`config.mk`:
```
export PLATFORM = sky130hd
export DESIGN_NAME = buck_mode_ramp_protection_ctrl
export DESIGN_NICKNAME = d
export VERILOG_FILES = /design/src/inc/ramp_ctrl_pkg.sv /design/src/core/buck_mode_ramp_protection_ctrl.sv /design/src/core/spread_gen.sv
export SDC_FILE = /design/constraint.sdc
export NUM_CORES = 1
export LEC_CHECK = 0
export BUFFER_PORTS_ARGS = -buffer_cell sky130_fd_sc_hd__buf_2
export CORE_MARGIN = 3
export CORE_UTILIZATION = 60
export CTS_CLUSTER_SIZE = 10
export DETAILED_ROUTE_END_ITERATION = 16
export GPL_TIMING_DRIVEN = 1
export PLACE_DENSITY = 0.79
export SLEW_MARGIN = 40
export SYNTH_ARGS = -nofsm -noshare
export SYNTH_HDL_FRONTEND = slang
export SYNTH_SLANG_ARGS = --single-unit
```
`constraint.sdc`:
```
create_clock -name clk -period 10.45 [get_ports clk]
set_input_delay 2.09 -clock clk [delete_from_list [all_inputs] [get_ports clk]]
set_output_delay 2.09 -clock clk [all_outputs]
set_load 0.1 [all_outputs]
```
`src/inc/ramp_ctrl_pkg.sv`:
```
// Constants shared by the converter control logic.
// Assumes a 50 MHz system clock; voltages are kept in units of 0.25 mV.
package ramp_ctrl_pkg;

  localparam int          CLK_MHZ          = 50;
  // Reference step resolution is 0.25 mV; base voltage 0.4 V.
  localparam logic [15:0] VREF_BASE        = 16'h0640;
  localparam logic [1:0]  RANGE_FINE       = 2'h0;
  localparam logic [1:0]  RANGE_MID        = 2'h1;
  localparam logic [1:0]  RANGE_RESET      = 2'h2;
  localparam logic [1:0]  SLEW_RESET       = 2'h2;
  localparam logic        DISCHARGE_RESET  = 1'h1;
  localparam logic [7:0]  SETPOINT_RESET   = 8'h50;
  // Ramp step is 0.25 mV; nanoseconds per step for each slew code.
  localparam int          SLEW0_NS_PER_STEP = 25;
  localparam int          SLEW1_NS_PER_STEP = 50;
  localparam int          SLEW2_NS_PER_STEP = 200;
  localparam int          SLEW3_NS_PER_STEP = 500;
  localparam logic [7:0]  SLEW0_CYC = 8'((SLEW0_NS_PER_STEP * CLK_MHZ + 999) / 1000);
  localparam logic [7:0]  SLEW1_CYC = 8'((SLEW1_NS_PER_STEP * CLK_MHZ + 999) / 1000);
  localparam logic [7:0]  SLEW2_CYC = 8'((SLEW2_NS_PER_STEP * CLK_MHZ + 999) / 1000);
  localparam logic [7:0]  SLEW3_CYC = 8'((SLEW3_NS_PER_STEP * CLK_MHZ + 999) / 1000);
  // Spread spectrum: plus/minus ten percent in steps of one percent.
  localparam logic [4:0]  SPREAD_PERCENT   = 5'h0A;
  localparam logic [7:0]  SPREAD_STEP_CYC  = 8'h32;
  // Droop offset: full-scale 16 mV of absolute shift, centred at half load.
  localparam logic [15:0] DROOP_SPAN       = 16'h0040;

  typedef enum logic [1:0] {
    ST_OFF     = 2'h0,
    ST_RUN     = 2'h1,
    ST_RAMP    = 2'h3,
    ST_LOCKOUT = 2'h2
  } conv_state_t;

endpackage

```
`src/core/buck_mode_ramp_protection_ctrl.sv`:
```
// Digital control of a step-down converter: reference ramping, mode, sync,
// spread spectrum, discharge and supply lockout handling.
// Assumes all inputs synchronous to clk; comparator inputs already synchronised.
`timescale 1ns/1ps

//////////////////////////////////////////////////////////////////////////////
module buck_mode_ramp_protection_ctrl
  import ramp_ctrl_pkg::*;
(
  input  wire logic        clk,
  input  wire logic        rst_n,
  input  wire logic        enable_pin,
  input  wire logic        mode_sync_pin,
  input  wire logic        sync_clock_valid,
  input  wire logic        secondary_device,
  input  wire logic        thermal_shutdown,
  input  wire logic        supply_low_lockout,
  input  wire logic        supply_high_lockout,
  input  wire logic        supply_above_discharge_min,
  input  wire logic [7:0]  load_current,
  input  wire logic        cfg_write,
  input  wire logic [7:0]  voltage_setpoint_code,
  input  wire logic        setpoint_write,
  input  wire logic [1:0]  voltage_range_field,
  input  wire logic [1:0]  slew_rate_select,
  input  wire logic        load_droop_enable,
  input  wire logic        forced_pwm_bit,
  input  wire logic        spread_spectrum_enable,
  input  wire logic        output_discharge_enable,
  input  wire logic        switching_enable_bit,
  output logic [15:0]      vref_out,
  output logic [15:0]      target_out,
  output logic             switching_on,
  output logic             soft_start_pulse,
  output logic             forced_pwm_active,
  output logic             sync_to_external,
  output logic             spread_active,
  output logic signed [5:0] spread_offset_pct,
  output logic             discharge_on,
  output logic             ramp_busy,
  output logic [1:0]       active_range,
  output logic [1:0]       active_slew
);

  ////////////////////////////////////////////////////////////////////////////
  // State.

  typedef struct packed {
    conv_state_t st;
    logic [7:0]  set_code;
    logic [1:0]  range_pend;
    logic [1:0]  range;
    logic [1:0]  slew;
    logic        droop;
    logic        fpwm;
    logic        ssc_en;
    logic        dis_en;
    logic        sw_en;
    logic        enabled_once;
    logic        high_lock_seen;
    logic        cfg_pend;
    logic [7:0]  pend_code;
    logic        pend_set;
    logic [1:0]  pend_slew;
    logic        pend_droop;
    logic        pend_fpwm;
    logic        pend_ssc;
    logic        pend_dis;
    logic        pend_sw;
    logic [7:0]  slew_cnt;
    logic [15:0] vref;
    logic [15:0] target;
    logic        sw_on;
    logic        ss_pulse;
    logic        fpwm_act;
    logic        sync_ext;
    logic        ssc_act;
    logic signed [5:0] ssc_off;
    logic        dis_on;
    logic        busy;
  } ctrl_state_t;

  ctrl_state_t s_reg;
  ctrl_state_t s_next;
  logic signed [5:0] spread_pct;

  ////////////////////////////////////////////////////////////////////////////
  // Helpers.

  // Setpoint code in 0.25 mV units for the active range.
  function automatic logic [15:0] code_to_vref(input logic [1:0] rng, input logic [7:0] code);
    logic [15:0] mult;
    mult = 16'h0014;
    unique case (rng)
      RANGE_FINE: mult = 16'h0005;
      RANGE_MID:  mult = 16'h000A;
      default:    mult = 16'h0014;
    endcase
    code_to_vref = VREF_BASE + 16'({8'h00, code} * mult);
  endfunction

  function automatic logic [7:0] slew_cycles(input logic [1:0] code);
    logic [7:0] c;
    c = SLEW2_CYC;
    unique case (code)
      2'h0: c = SLEW0_CYC;
      2'h1: c = SLEW1_CYC;
      2'h2: c = SLEW2_CYC;
      2'h3: c = SLEW3_CYC;
    endcase
    slew_cycles = c;
  endfunction

  // Droop shift is absolute: plus half span at no load, minus half at full.
  function automatic logic [15:0] droop_apply(input logic [15:0] v, input logic [7:0] iload);
    logic [15:0] shift;
    shift = 16'((DROOP_SPAN * {8'h00, iload}) >> 8);
    droop_apply = v + (DROOP_SPAN >> 1) - shift;
  endfunction

  ////////////////////////////////////////////////////////////////////////////
  // Next-state logic.

  always_comb begin
    logic run_req;
    logic locked;
    logic [15:0] goal;
    s_next = s_reg;
    s_next.ss_pulse = 1'b0;
    run_req = 1'b0;
    locked  = 1'b0;
    goal    = 16'h0000;

    // Configuration captured into a pending copy; applied when no ramp runs, the range only with the next setpoint.
    if (cfg_write) begin
      s_next.cfg_pend   = 1'b1;
      s_next.pend_slew  = slew_rate_select;
      s_next.pend_droop = load_droop_enable;
      s_next.pend_fpwm  = forced_pwm_bit;
      s_next.pend_ssc   = spread_spectrum_enable;
      s_next.pend_dis   = output_discharge_enable;
      s_next.pend_sw    = switching_enable_bit;
      s_next.range_pend = voltage_range_field;
    end
    if (setpoint_write) begin
      s_next.pend_set  = 1'b1;
      s_next.pend_code = voltage_setpoint_code;
    end
    if (s_reg.st != ST_RAMP) begin
      if (s_reg.cfg_pend) begin
        s_next.cfg_pend = cfg_write;
        s_next.slew     = s_reg.pend_slew;
        s_next.droop    = s_reg.pend_droop;
        s_next.fpwm     = s_reg.pend_fpwm;
        s_next.ssc_en   = s_reg.pend_ssc;
        s_next.dis_en   = s_reg.pend_dis;
        s_next.sw_en    = s_reg.pend_sw;
      end
      if (s_reg.pend_set) begin
        s_next.pend_set = setpoint_write;
        s_next.set_code = s_reg.pend_code;
        s_next.range    = s_reg.range_pend;
      end
    end

    // Lockout and restart handling.
    if (supply_high_lockout) begin
      s_next.high_lock_seen = 1'b1;
    end
    locked  = supply_low_lockout | supply_high_lockout | thermal_shutdown;
    run_req = enable_pin & s_reg.sw_en & !locked;

    goal = code_to_vref(s_reg.range, s_reg.set_code);
    if (s_reg.droop) begin
      goal = droop_apply(goal, load_current);
    end
    s_next.target = goal;

    unique case (s_reg.st)
      ST_OFF: begin
        s_next.vref = VREF_BASE;
        if (run_req) begin
          s_next.st           = ST_RAMP;
          s_next.ss_pulse     = 1'b1;
          s_next.enabled_once = 1'b1;
          s_next.slew_cnt     = 8'h00;
        end else if (locked) begin
          s_next.st = ST_LOCKOUT;
        end
      end
      ST_RUN: begin
        if (!run_req) begin
          s_next.st = locked ? ST_LOCKOUT : ST_OFF;
        end else if (s_reg.vref != goal) begin
          s_next.st       = ST_RAMP;
          s_next.slew_cnt = 8'h00;
        end
      end
      ST_RAMP: begin
        if (!run_req) begin
          s_next.st = locked ? ST_LOCKOUT : ST_OFF;
        end else if (s_reg.vref == goal) begin
          s_next.st = ST_RUN;
        end else if (s_reg.slew_cnt >= slew_cycles(s_reg.slew) - 8'h01) begin
          s_next.slew_cnt = 8'h00;
          s_next.vref = (goal > s_reg.vref) ? s_reg.vref + 16'h0001 : s_reg.vref - 16'h0001;
        end else begin
          s_next.slew_cnt = s_reg.slew_cnt + 8'h01;
        end
      end
      ST_LOCKOUT: begin
        s_next.vref = VREF_BASE;
        if (!locked) begin
          // Fresh soft start once the low, high and thermal lockouts have all released.
          s_next.high_lock_seen = 1'b0;
          s_next.st = ST_OFF;
        end
      end
    endcase

    s_next.sw_on    = (s_next.st == ST_RUN) || (s_next.st == ST_RAMP);
    s_next.busy     = (s_next.st == ST_RAMP);
    s_next.sync_ext = sync_clock_valid | secondary_device;
    s_next.fpwm_act = mode_sync_pin | s_reg.fpwm | s_next.sync_ext;
    s_next.ssc_act  = s_reg.ssc_en & s_next.fpwm_act & !s_next.sync_ext;
    s_next.ssc_off  = s_reg.ssc_act ? spread_pct : 6'sd0;
    // Discharge only while off, after the first enable, with supply present.
    s_next.dis_on = s_reg.dis_en & s_reg.enabled_once & supply_above_discharge_min
                    & (!enable_pin | !s_reg.sw_en | locked);
  end

  ////////////////////////////////////////////////////////////////////////////
  // Registers.

  always_ff @(posedge clk) begin
    if (!rst_n) begin
      s_reg        <= '0;
      s_reg.st     <= ST_OFF;
      s_reg.set_code   <= SETPOINT_RESET;
      s_reg.range      <= RANGE_RESET;
      s_reg.range_pend <= RANGE_RESET;
      s_reg.slew       <= SLEW_RESET;
      s_reg.pend_slew  <= SLEW_RESET;
      s_reg.dis_en     <= DISCHARGE_RESET;
      s_reg.pend_dis   <= DISCHARGE_RESET;
      s_reg.sw_en      <= 1'b1;
      s_reg.pend_sw    <= 1'b1;
      s_reg.vref       <= VREF_BASE;
      s_reg.target     <= VREF_BASE;
    end else begin
      s_reg <= s_next;
    end
  end

  spread_gen u_spread (
    .clk        (clk),
    .rst_n      (rst_n),
    .enable     (s_reg.ssc_act),
    .offset_pct (spread_pct)
  );

  assign vref_out          = s_reg.vref;
  assign target_out        = s_reg.target;
  assign switching_on      = s_reg.sw_on;
  assign soft_start_pulse  = s_reg.ss_pulse;
  assign forced_pwm_active = s_reg.fpwm_act;
  assign sync_to_external  = s_reg.sync_ext;
  assign spread_active     = s_reg.ssc_act;
  assign spread_offset_pct = s_reg.ssc_off;
  assign discharge_on      = s_reg.dis_on;
  assign ramp_busy         = s_reg.busy;
  assign active_range      = s_reg.range;
  assign active_slew       = s_reg.slew;

endmodule

```
`src/core/spread_gen.sv`:
```
// Triangular spread-spectrum offset generator.
// Assumes a single clock; enable gates the sweep and parks it at zero.
`timescale 1ns/1ps
module spread_gen
  import ramp_ctrl_pkg::*;
(
  input  wire logic       clk,
  input  wire logic       rst_n,
  input  wire logic       enable,
  output logic signed [5:0] offset_pct
);

  typedef struct packed {
    logic [7:0]        div;
    logic signed [5:0] pos;
    logic              down;
  } spread_state_t;

  spread_state_t s_reg;
  spread_state_t s_next;

  always_comb begin
    s_next = s_reg;
    if (!enable) begin
      s_next = '0;
    end else if (s_reg.div == SPREAD_STEP_CYC - 8'h01) begin
      s_next.div = 8'h00;
      // Triangle sweep between plus and minus the spread limit.
      if (s_reg.down) begin
        if (s_reg.pos == -$signed({1'b0, SPREAD_PERCENT})) begin
          s_next.down = 1'b0;
          s_next.pos  = s_reg.pos + 6'sd1;
        end else begin
          s_next.pos = s_reg.pos - 6'sd1;
        end
      end else begin
        if (s_reg.pos == $signed({1'b0, SPREAD_PERCENT})) begin
          s_next.down = 1'b1;
          s_next.pos  = s_reg.pos - 6'sd1;
        end else begin
          s_next.pos = s_reg.pos + 6'sd1;
        end
      end
    end else begin
      s_next.div = s_reg.div + 8'h01;
    end
  end

  always_ff @(posedge clk) begin
    if (!rst_n) begin
      s_reg <= '0;
    end else begin
      s_reg <= s_next;
    end
  end

  assign offset_pct = s_reg.pos;

endmodule

```
==> impl_metrics.yaml, run 1 <==
min_path:
  worst_hold_path_type: "reg -> reg"
  worst_hold_startpoint: "s_reg[52]$_SDFFE_PN0P_"
  hold_end: "s_reg[52]$_SDFFE_PN0P_"
  min_delay_path_depth: 2
synth:
  count_of_yosys_warnings_during_synthesis: 0
  avgSynthCellArea_um2: 8.27
  async_flop_share_pct: 0
  ys_dominant_reg_cell: "sky130_fd_sc_hd__dfxtp_1"
  yosysUniqueCellTypes: 69
  synth_area_um2: 7640
  synth-seq-cells: 106
  synth_top_cell_by_area: "sky130_fd_sc_hd__dfxtp_1"
  fraction_of_the_yosys_area_taken_by_sequential_cells_pct: 27.8
  syn-instance-count: 924
  yosysTopAreaCellShare_pct: 27.8
  synth_edf_count: 0
  synth_top_cells_by_area: "sky130_fd_sc_hd__dfxtp_1 (28%), sky130_fd_sc_hd__ha_1 (15%), sky130_fd_sc_hd__fa_1 (5.5%)"
outcome:
  run_status: "finished clean"
critical_path:
  setup.worst_path.end_class: "register"
  reg2reg_from: "active_range[1]$_SDFFE_PN1P_"
  setup.worst_path.class: "reg -> reg"
  worst_path_max_delay_cell: "sky130_fd_sc_hd__dfxtp_1"
  critical_path.max_stage_delay_ns: 0.58
  worst-endpoint-required_ns: 10.74
  category_of_the_worst_setup_path_launch_point: "register"
  regToRegSetupSlack_ns: 0.95
  worstRegToRegCells: 35
  timing.critical_path.mode_cell: "sky130_fd_sc_hd__fa_1"
  data_arrival_at_the_endpoint_of_the_critical_path_ns: 9.79
  critical_path.startpoint: "active_range[1]$_SDFFE_PN1P_"
  crit_path_max_fanout: 19
  r2r-end: "vref_out[15]$_SDFFE_PN0P_"
route:
  viasPerCell: 5.49
  drt_iter0_markers: 316
  routedWlPerCell_um: 13.5
  route.detailed.drc: 0
  wl_um: 15200
  detailroute.via_count: 6196
  drt.antenna.violating_nets: 0
  drt_pass_1_iters: 4
clocking:
  cts_num_sinks: 106
  htreeDepth: 3
  tritoncts.num_buffers: 9
  cts_tree: "done"
  buffer_depth_of_the_longest_clock_path: 2
  cts.root.buffer_cell: "sky130_fd_sc_hd__clkbuf_16"
  clkLatencyLatePin_ns: 0.36
  clkSlewWorstSetupHoldPaths_ns: 0.07
die:
  row_count: 40
  die_x_um: 119
  fp.dieArea_um2: 14100
  die_h_um: 119
  io_pins: 86
  initial_core_util_pct: 62.5
  coreArea_um2: 12200
grt:
  grt_pass1_vias: 5904
  antenna_found_initial: 0
  grt_max_degree: 35
  global_route.usage.total_pct: 22.7
  wire_length_of_the_first_global_routing_pass_um: 26900
  grt_overflow: 0
pwr:
  leakagePower_nw: 3.92
  largest_voltage_drop_on_the_vdd_net_uv: 87.3
  power_density_nw_per_um2: 148
sta:
  worst_pin_slew_ns: 0.704
  timing.fmax_ghz: 0.105
  grt_setup_unrepaired: "no"
  setup-violations-final: 0
  hold_viol: 0
  fin_skew_ns: 0.00787
  postLayoutSetupSlackWorst_ns: 0.952
  tns_ns: 0
  hold_slack_ns: 0.435
  final_min_period_over_clock_period_pct: 90.9
  worst_slew_margin_rel_pct: 53.0
  slew_violations: 0
  post-route-min-period_ns: 9.50
final_layout:
  num-nets-final: 1102
  area_growth_syn_to_layout_pct: 7.14
  postLayoutCoreUtil_pct: 67.0
  largest_register_ff_count: 42
  instances_no_fill: 1128
  antennaDiodeCount: 0
  post_route_cells_drive_above_1_share_pct: 13.2
place:
  placedCellCount: 1112
  detailed_place_hpwl_um: 11600
  finalWeightedCongestion: 0.898
  detailedPlace.worstSlack_ns: 0.949
  io_buffers: 83
job:
  cap_viol_max_count: 0
[critical path: cells and delay by family (launching register included)]
family | cells | cell delay (ns)
adders and majority gates | 7 | 2.96
AOI/OAI and AO/OA | 13 | 2.79
and+or+nand+nor | 10 | 1.95
DFF | 1 | 0.58
xor gates and xnor gates | 1 | 0.53
buffers and inverters | 3 | 0.39
muxes | 1 | 0.20
[cell usage in the layout (no fill, tap or decap), types with 14 or more instances in the layout]
cell	count
sky130_fd_sc_hd__xnor2_1	20
sky130_fd_sc_hd__ha_1	89
sky130_fd_sc_hd__a21o_1	14
sky130_fd_sc_hd__dfxtp_1	105
sky130_fd_sc_hd__nand3_1	25
sky130_fd_sc_hd__and2_1	32
sky130_fd_sc_hd__buf_2	83
sky130_fd_sc_hd__xor2_1	21
sky130_fd_sc_hd__fa_1	21
sky130_fd_sc_hd__o21ai_0	29
sky130_fd_sc_hd__inv_1	95
sky130_fd_sc_hd__a21oi_1	53
sky130_fd_sc_hd__nand2_1	97
sky130_fd_sc_hd__mux2i_1	24
sky130_fd_sc_hd__nor2_1	83
[power breakdown]
part	switching, mW	internal, mW	total (mW)
Clock	0.164	0.168	0.332
Sequential	0.00909	0.417	0.427
Combinational	0.279	0.171	0.450
[area by class of cell]
class	instances	area [um2]
Tap cell	168	210
Inverter	97	364
Clock inverter	6	56.3
Fill cell	1070	4030
Timing Repair Buffer	86	438
Multi-Input combinational cell	655	4760
Sequential cell	106	2120
Clock buffer	10	229
[routing by layer]
| layer | vias to the layer above | share of wire [%] | global-route usage (%) |
|---|---|---|---|
| met2 | 105 | 46 | 36.9 |
| met4 | 0 | 2.5 | 8.69 |
| met3 | 24 | 3.6 | 4.18 |
| met5 | - | 0 | 0 |
| met1 | 2906 | 47 | 29.9 |
| li1 | 3161 | - | - |
[per-stage QoR]
step                      power, mW  area [um2]
after CTS                      1.21        8170
after global placement        0.874        7880
after detailed placement      0.878        7890
final                          1.21        8180
after floorplan               0.808        7640
after global routing           1.29        8180
[what timing repair did]
item | CTS | global route
buffers inserted | 0 | 0
hold buffers | 0 | 0
endpoints found under the setup margin | 0 | 1
gates resized for setup | 0 | 2
[cells by family after synthesis]
logic type,synth area share (%)
buffers and inverters,10.1
muxes,3.88
AOI/OAI and AO/OA,13.2
xor gates and xnor gates,4.82
DFF,27.8
adders and majority gates,20.1
other,0.0491
and+or+nand+nor,20.1
[cells in the mapped netlist, drive strengths merged, types with 3 or more instances]
master and number:
dfxtp 106, nand2 97, inv 96, ha 89, nor2 83, a21oi 54, buf 45, and2 32
o21ai 31, nand3 25, mux2i 24, clkbuf 22, fa 21, xnor2 21, xor2 21, a21o 14
nor3 11, a211oi 10, and3 9, a31oi 8, nand2b 8, nand4 8, nor4 7, o211ai 7
nor2b 6, mux2 5, or2 5, or4 5, nor4b 4, or3 4, nand3b 3, o21bai 3
o31ai 3
[worst max-delay path by stage]
stage               depth (start not counted)                         to
CTS                                        35  vref_out[15]$_SDFFE_PN0P_
global placement                           35  vref_out[15]$_SDFFE_PN0P_
detailed placement                         35  vref_out[15]$_SDFFE_PN0P_
finish                                     35  vref_out[15]$_SDFFE_PN0P_
floorplan                                  35  vref_out[15]$_SDFFE_PN0P_
global route                               35  vref_out[15]$_SDFFE_PN0P_
(Power assumes the default switching activity.)
==> inputs of run 2 (changes only) <==
--- a/config.mk
+++ b/config.mk
@@ -11,6 +11,7 @@
 export CTS_CLUSTER_SIZE = 10
 export DETAILED_ROUTE_END_ITERATION = 16
 export GPL_TIMING_DRIVEN = 1
+export HOLD_SLACK_MARGIN = 0.02
 export PLACE_DENSITY = 0.79
 export SLEW_MARGIN = 40
 export SYNTH_ARGS = -nofsm -noshare
==> constraint.sdc (replaced) <==
create_clock -name clk -period 10.45 [get_ports clk]
set_input_delay 0.5225 -clock clk [delete_from_list [all_inputs] [get_ports clk]]
set_output_delay 0.5225 -clock clk [all_outputs]
set_load 0.1 [all_outputs]
==> impl_metrics.yaml, run 2 (synthesis gave the netlist of run 1 again) <==
route:
  drt_iter0_markers: 332
  route.detailed.drc: 0
  wl_um: 15100
  drt.antenna.violating_nets: 0
  drt_pass_1_iters: 4
  viasPerCell: 5.43
  detailroute.via_count: 6127
  routedWlPerCell_um: 13.4
sta:
  final_min_period_over_clock_period_pct: 91.8
  hold_viol: 0
  slew_violations: 0
  tns_ns: 0
  timing.fmax_ghz: 0.104
  post-route-min-period_ns: 9.59
  setup-violations-final: 0
  worst_slew_margin_rel_pct: 52.9
  grt_setup_unrepaired: "no"
  fin_skew_ns: 0.00762
  worst_pin_slew_ns: 0.707
pwr:
  power_density_nw_per_um2: 152
  largest_voltage_drop_on_the_vdd_net_uv: 137
  leakagePower_nw: 3.93
grt:
  grt_max_degree: 35
  antenna_found_initial: 0
  grt_pass1_vias: 5717
  global_route.usage.total_pct: 22.2
  grt_overflow: 0
  wire_length_of_the_first_global_routing_pass_um: 26300
die:
  fp.dieArea_um2: 14100
  die_h_um: 119
  io_pins: 86
  row_count: 40
  coreArea_um2: 12200
  die_x_um: 119
  initial_core_util_pct: 62.5
final_layout:
  area_growth_syn_to_layout_pct: 7.57
  layout.filler_cells: 1041
  layout.cell_area.non_filler_um2: 8220
  antennaDiodeCount: 0
  final_cell_mix: "sky130_fd_sc_hd__dfxtp_1 (105), sky130_fd_sc_hd__nand2_1 (97), sky130_fd_sc_hd__inv_1 (95)"
  largest_register_ff_count: 42
  mostFrequentLayoutCell: "sky130_fd_sc_hd__dfxtp_1"
  post_route_cells_drive_above_1_share_pct: 13.1
  num-nets-final: 1102
critical_path:
  timing.critical_path.mode_cell: "sky130_fd_sc_hd__ha_1"
  worstRegToRegCells: 35
  worst_path_max_delay_cell: "sky130_fd_sc_hd__dfxtp_1"
  setup.worst_path.class: "reg -> reg"
  regToRegSetupSlack_ns: 0.86
  reg2reg_from: "active_range[1]$_SDFFE_PN1P_"
  critical_path.max_stage_delay_ns: 0.59
  setup.worst_path.end_class: "register"
  category_of_the_worst_setup_path_launch_point: "register"
  crit_path_max_fanout: 19
  r2r-end: "vref_out[15]$_SDFFE_PN0P_"
  worst-endpoint-required_ns: 10.74
  data_arrival_at_the_endpoint_of_the_critical_path_ns: 9.88
clocking:
  clkLatencyLatePin_ns: 0.35
  htreeDepth: 3
  cts.root.buffer_cell: "sky130_fd_sc_hd__clkbuf_16"
  clkSlewWorstSetupHoldPaths_ns: 0.07
  tritoncts.num_buffers: 9
  cts_tree: "done"
  buffer_depth_of_the_longest_clock_path: 2
  post-cts-setup-buffer-count: 0
  cts_num_sinks: 106
min_path:
  worst_hold_startpoint: "switching_enable_bit"
  hold_end: "s_reg[53]$_SDFFE_PN1P_"
  min_delay_path_depth: 3
  worst_hold_path_type: "in -> reg"
job:
  cap_viol_max_count: 0
place:
  detailed_place_hpwl_um: 11500
  io_buffers: 83
  finalWeightedCongestion: 0.868
  dpl_cell_area_um2: 7890
outcome:
  run_status: "finished clean"
run 2: changes by cell type in the layout (fill, tap and decap cells not counted), sizes merged:
cell / before / now
bufinv: 0 / 2
clkinv: 1 / 2
inv: 101 / 98
run 2: timing repair:
action / in CTS / in global routing
setup endpoints to repair: 0 / 1
hold endpoints to repair: 0 / 0
hold buffers: 0 / 0
gates resized for setup: 0 / 1
run 2: cell type report:
type	count	area, um2	area share, %
sequential	106	2120	25.8
clock inverter	6	96.3	1.17
tap	168	210	2.56
clock buffer	10	229	2.79
timing repair buffer	86	438	5.33
multi-input combinational	655	4750	57.9
inverter	97	364	4.43
run 2: worst max path at each step:
stage / from / end / slack, ns / cells after the start
5_1_grt: active_range[1]$_SDFFE_PN1P_ / vref_out[15]$_SDFFE_PN0P_ / 0.08 / 35
3_3_place_gp: active_range[1]$_SDFFE_PN1P_ / vref_out[15]$_SDFFE_PN0P_ / 1.03 / 35
2_1_floorplan: active_range[1]$_SDFFE_PN1P_ / vref_out[15]$_SDFFE_PN0P_ / 1.47 / 35
4_1_cts: active_range[1]$_SDFFE_PN1P_ / vref_out[15]$_SDFFE_PN0P_ / 0.79 / 35
3_5_place_dp: active_range[1]$_SDFFE_PN1P_ / vref_out[15]$_SDFFE_PN0P_ / 0.90 / 35
6_report: active_range[1]$_SDFFE_PN1P_ / vref_out[15]$_SDFFE_PN0P_ / 0.86 / 35
run 2: power breakdown:
part           leakage, nW  internal [mW]  switching (mW)
Clock                0.155          0.213           0.159
Combinational         2.91          0.170           0.279
Sequential           0.864          0.417         0.00947
run 2: per-layer routing:
| metal | vias up | GRT usage [%] | wire [um] |
|---|---|---|---|
| li1 | 3164 | - | - |
| met1 | 2821 | 30.0 | 7290 |
| met2 | 112 | 35.4 | 6920 |
| met3 | 30 | 4.32 | 539 |
| met4 | 0 | 7.75 | 370 |
| met5 | - | 0 | 0 |
run 2: metrics by stage:
step	setup WS, ns	total power, mW	utilization (%)	cells	hold WS (ns)
after floorplan	1.47	0.808	-	925	0.406
after global placement	1.03	0.873	64.5	1112	0.419
after detailed placement	0.897	0.881	64.6	1112	0.429
after CTS	0.791	1.25	67.3	1128	0.375
after global routing	0.0763	1.33	67.3	1128	0.406
final	0.858	1.25	67.3	1128	0.385
run 2: worst max-delay path: cells and delay by family, from the launching register on:
family	cells	cell delay [ns]
adder cells (fa/ha/maj)	7	2.66
AND/OR/NAND/NOR	11	2.51
XOR/XNOR	1	0.46
flip-flops	1	0.59
multiplexers	1	0.19
AO/OA/AOI/OAI	11	2.52
buffers and inverters	4	0.59
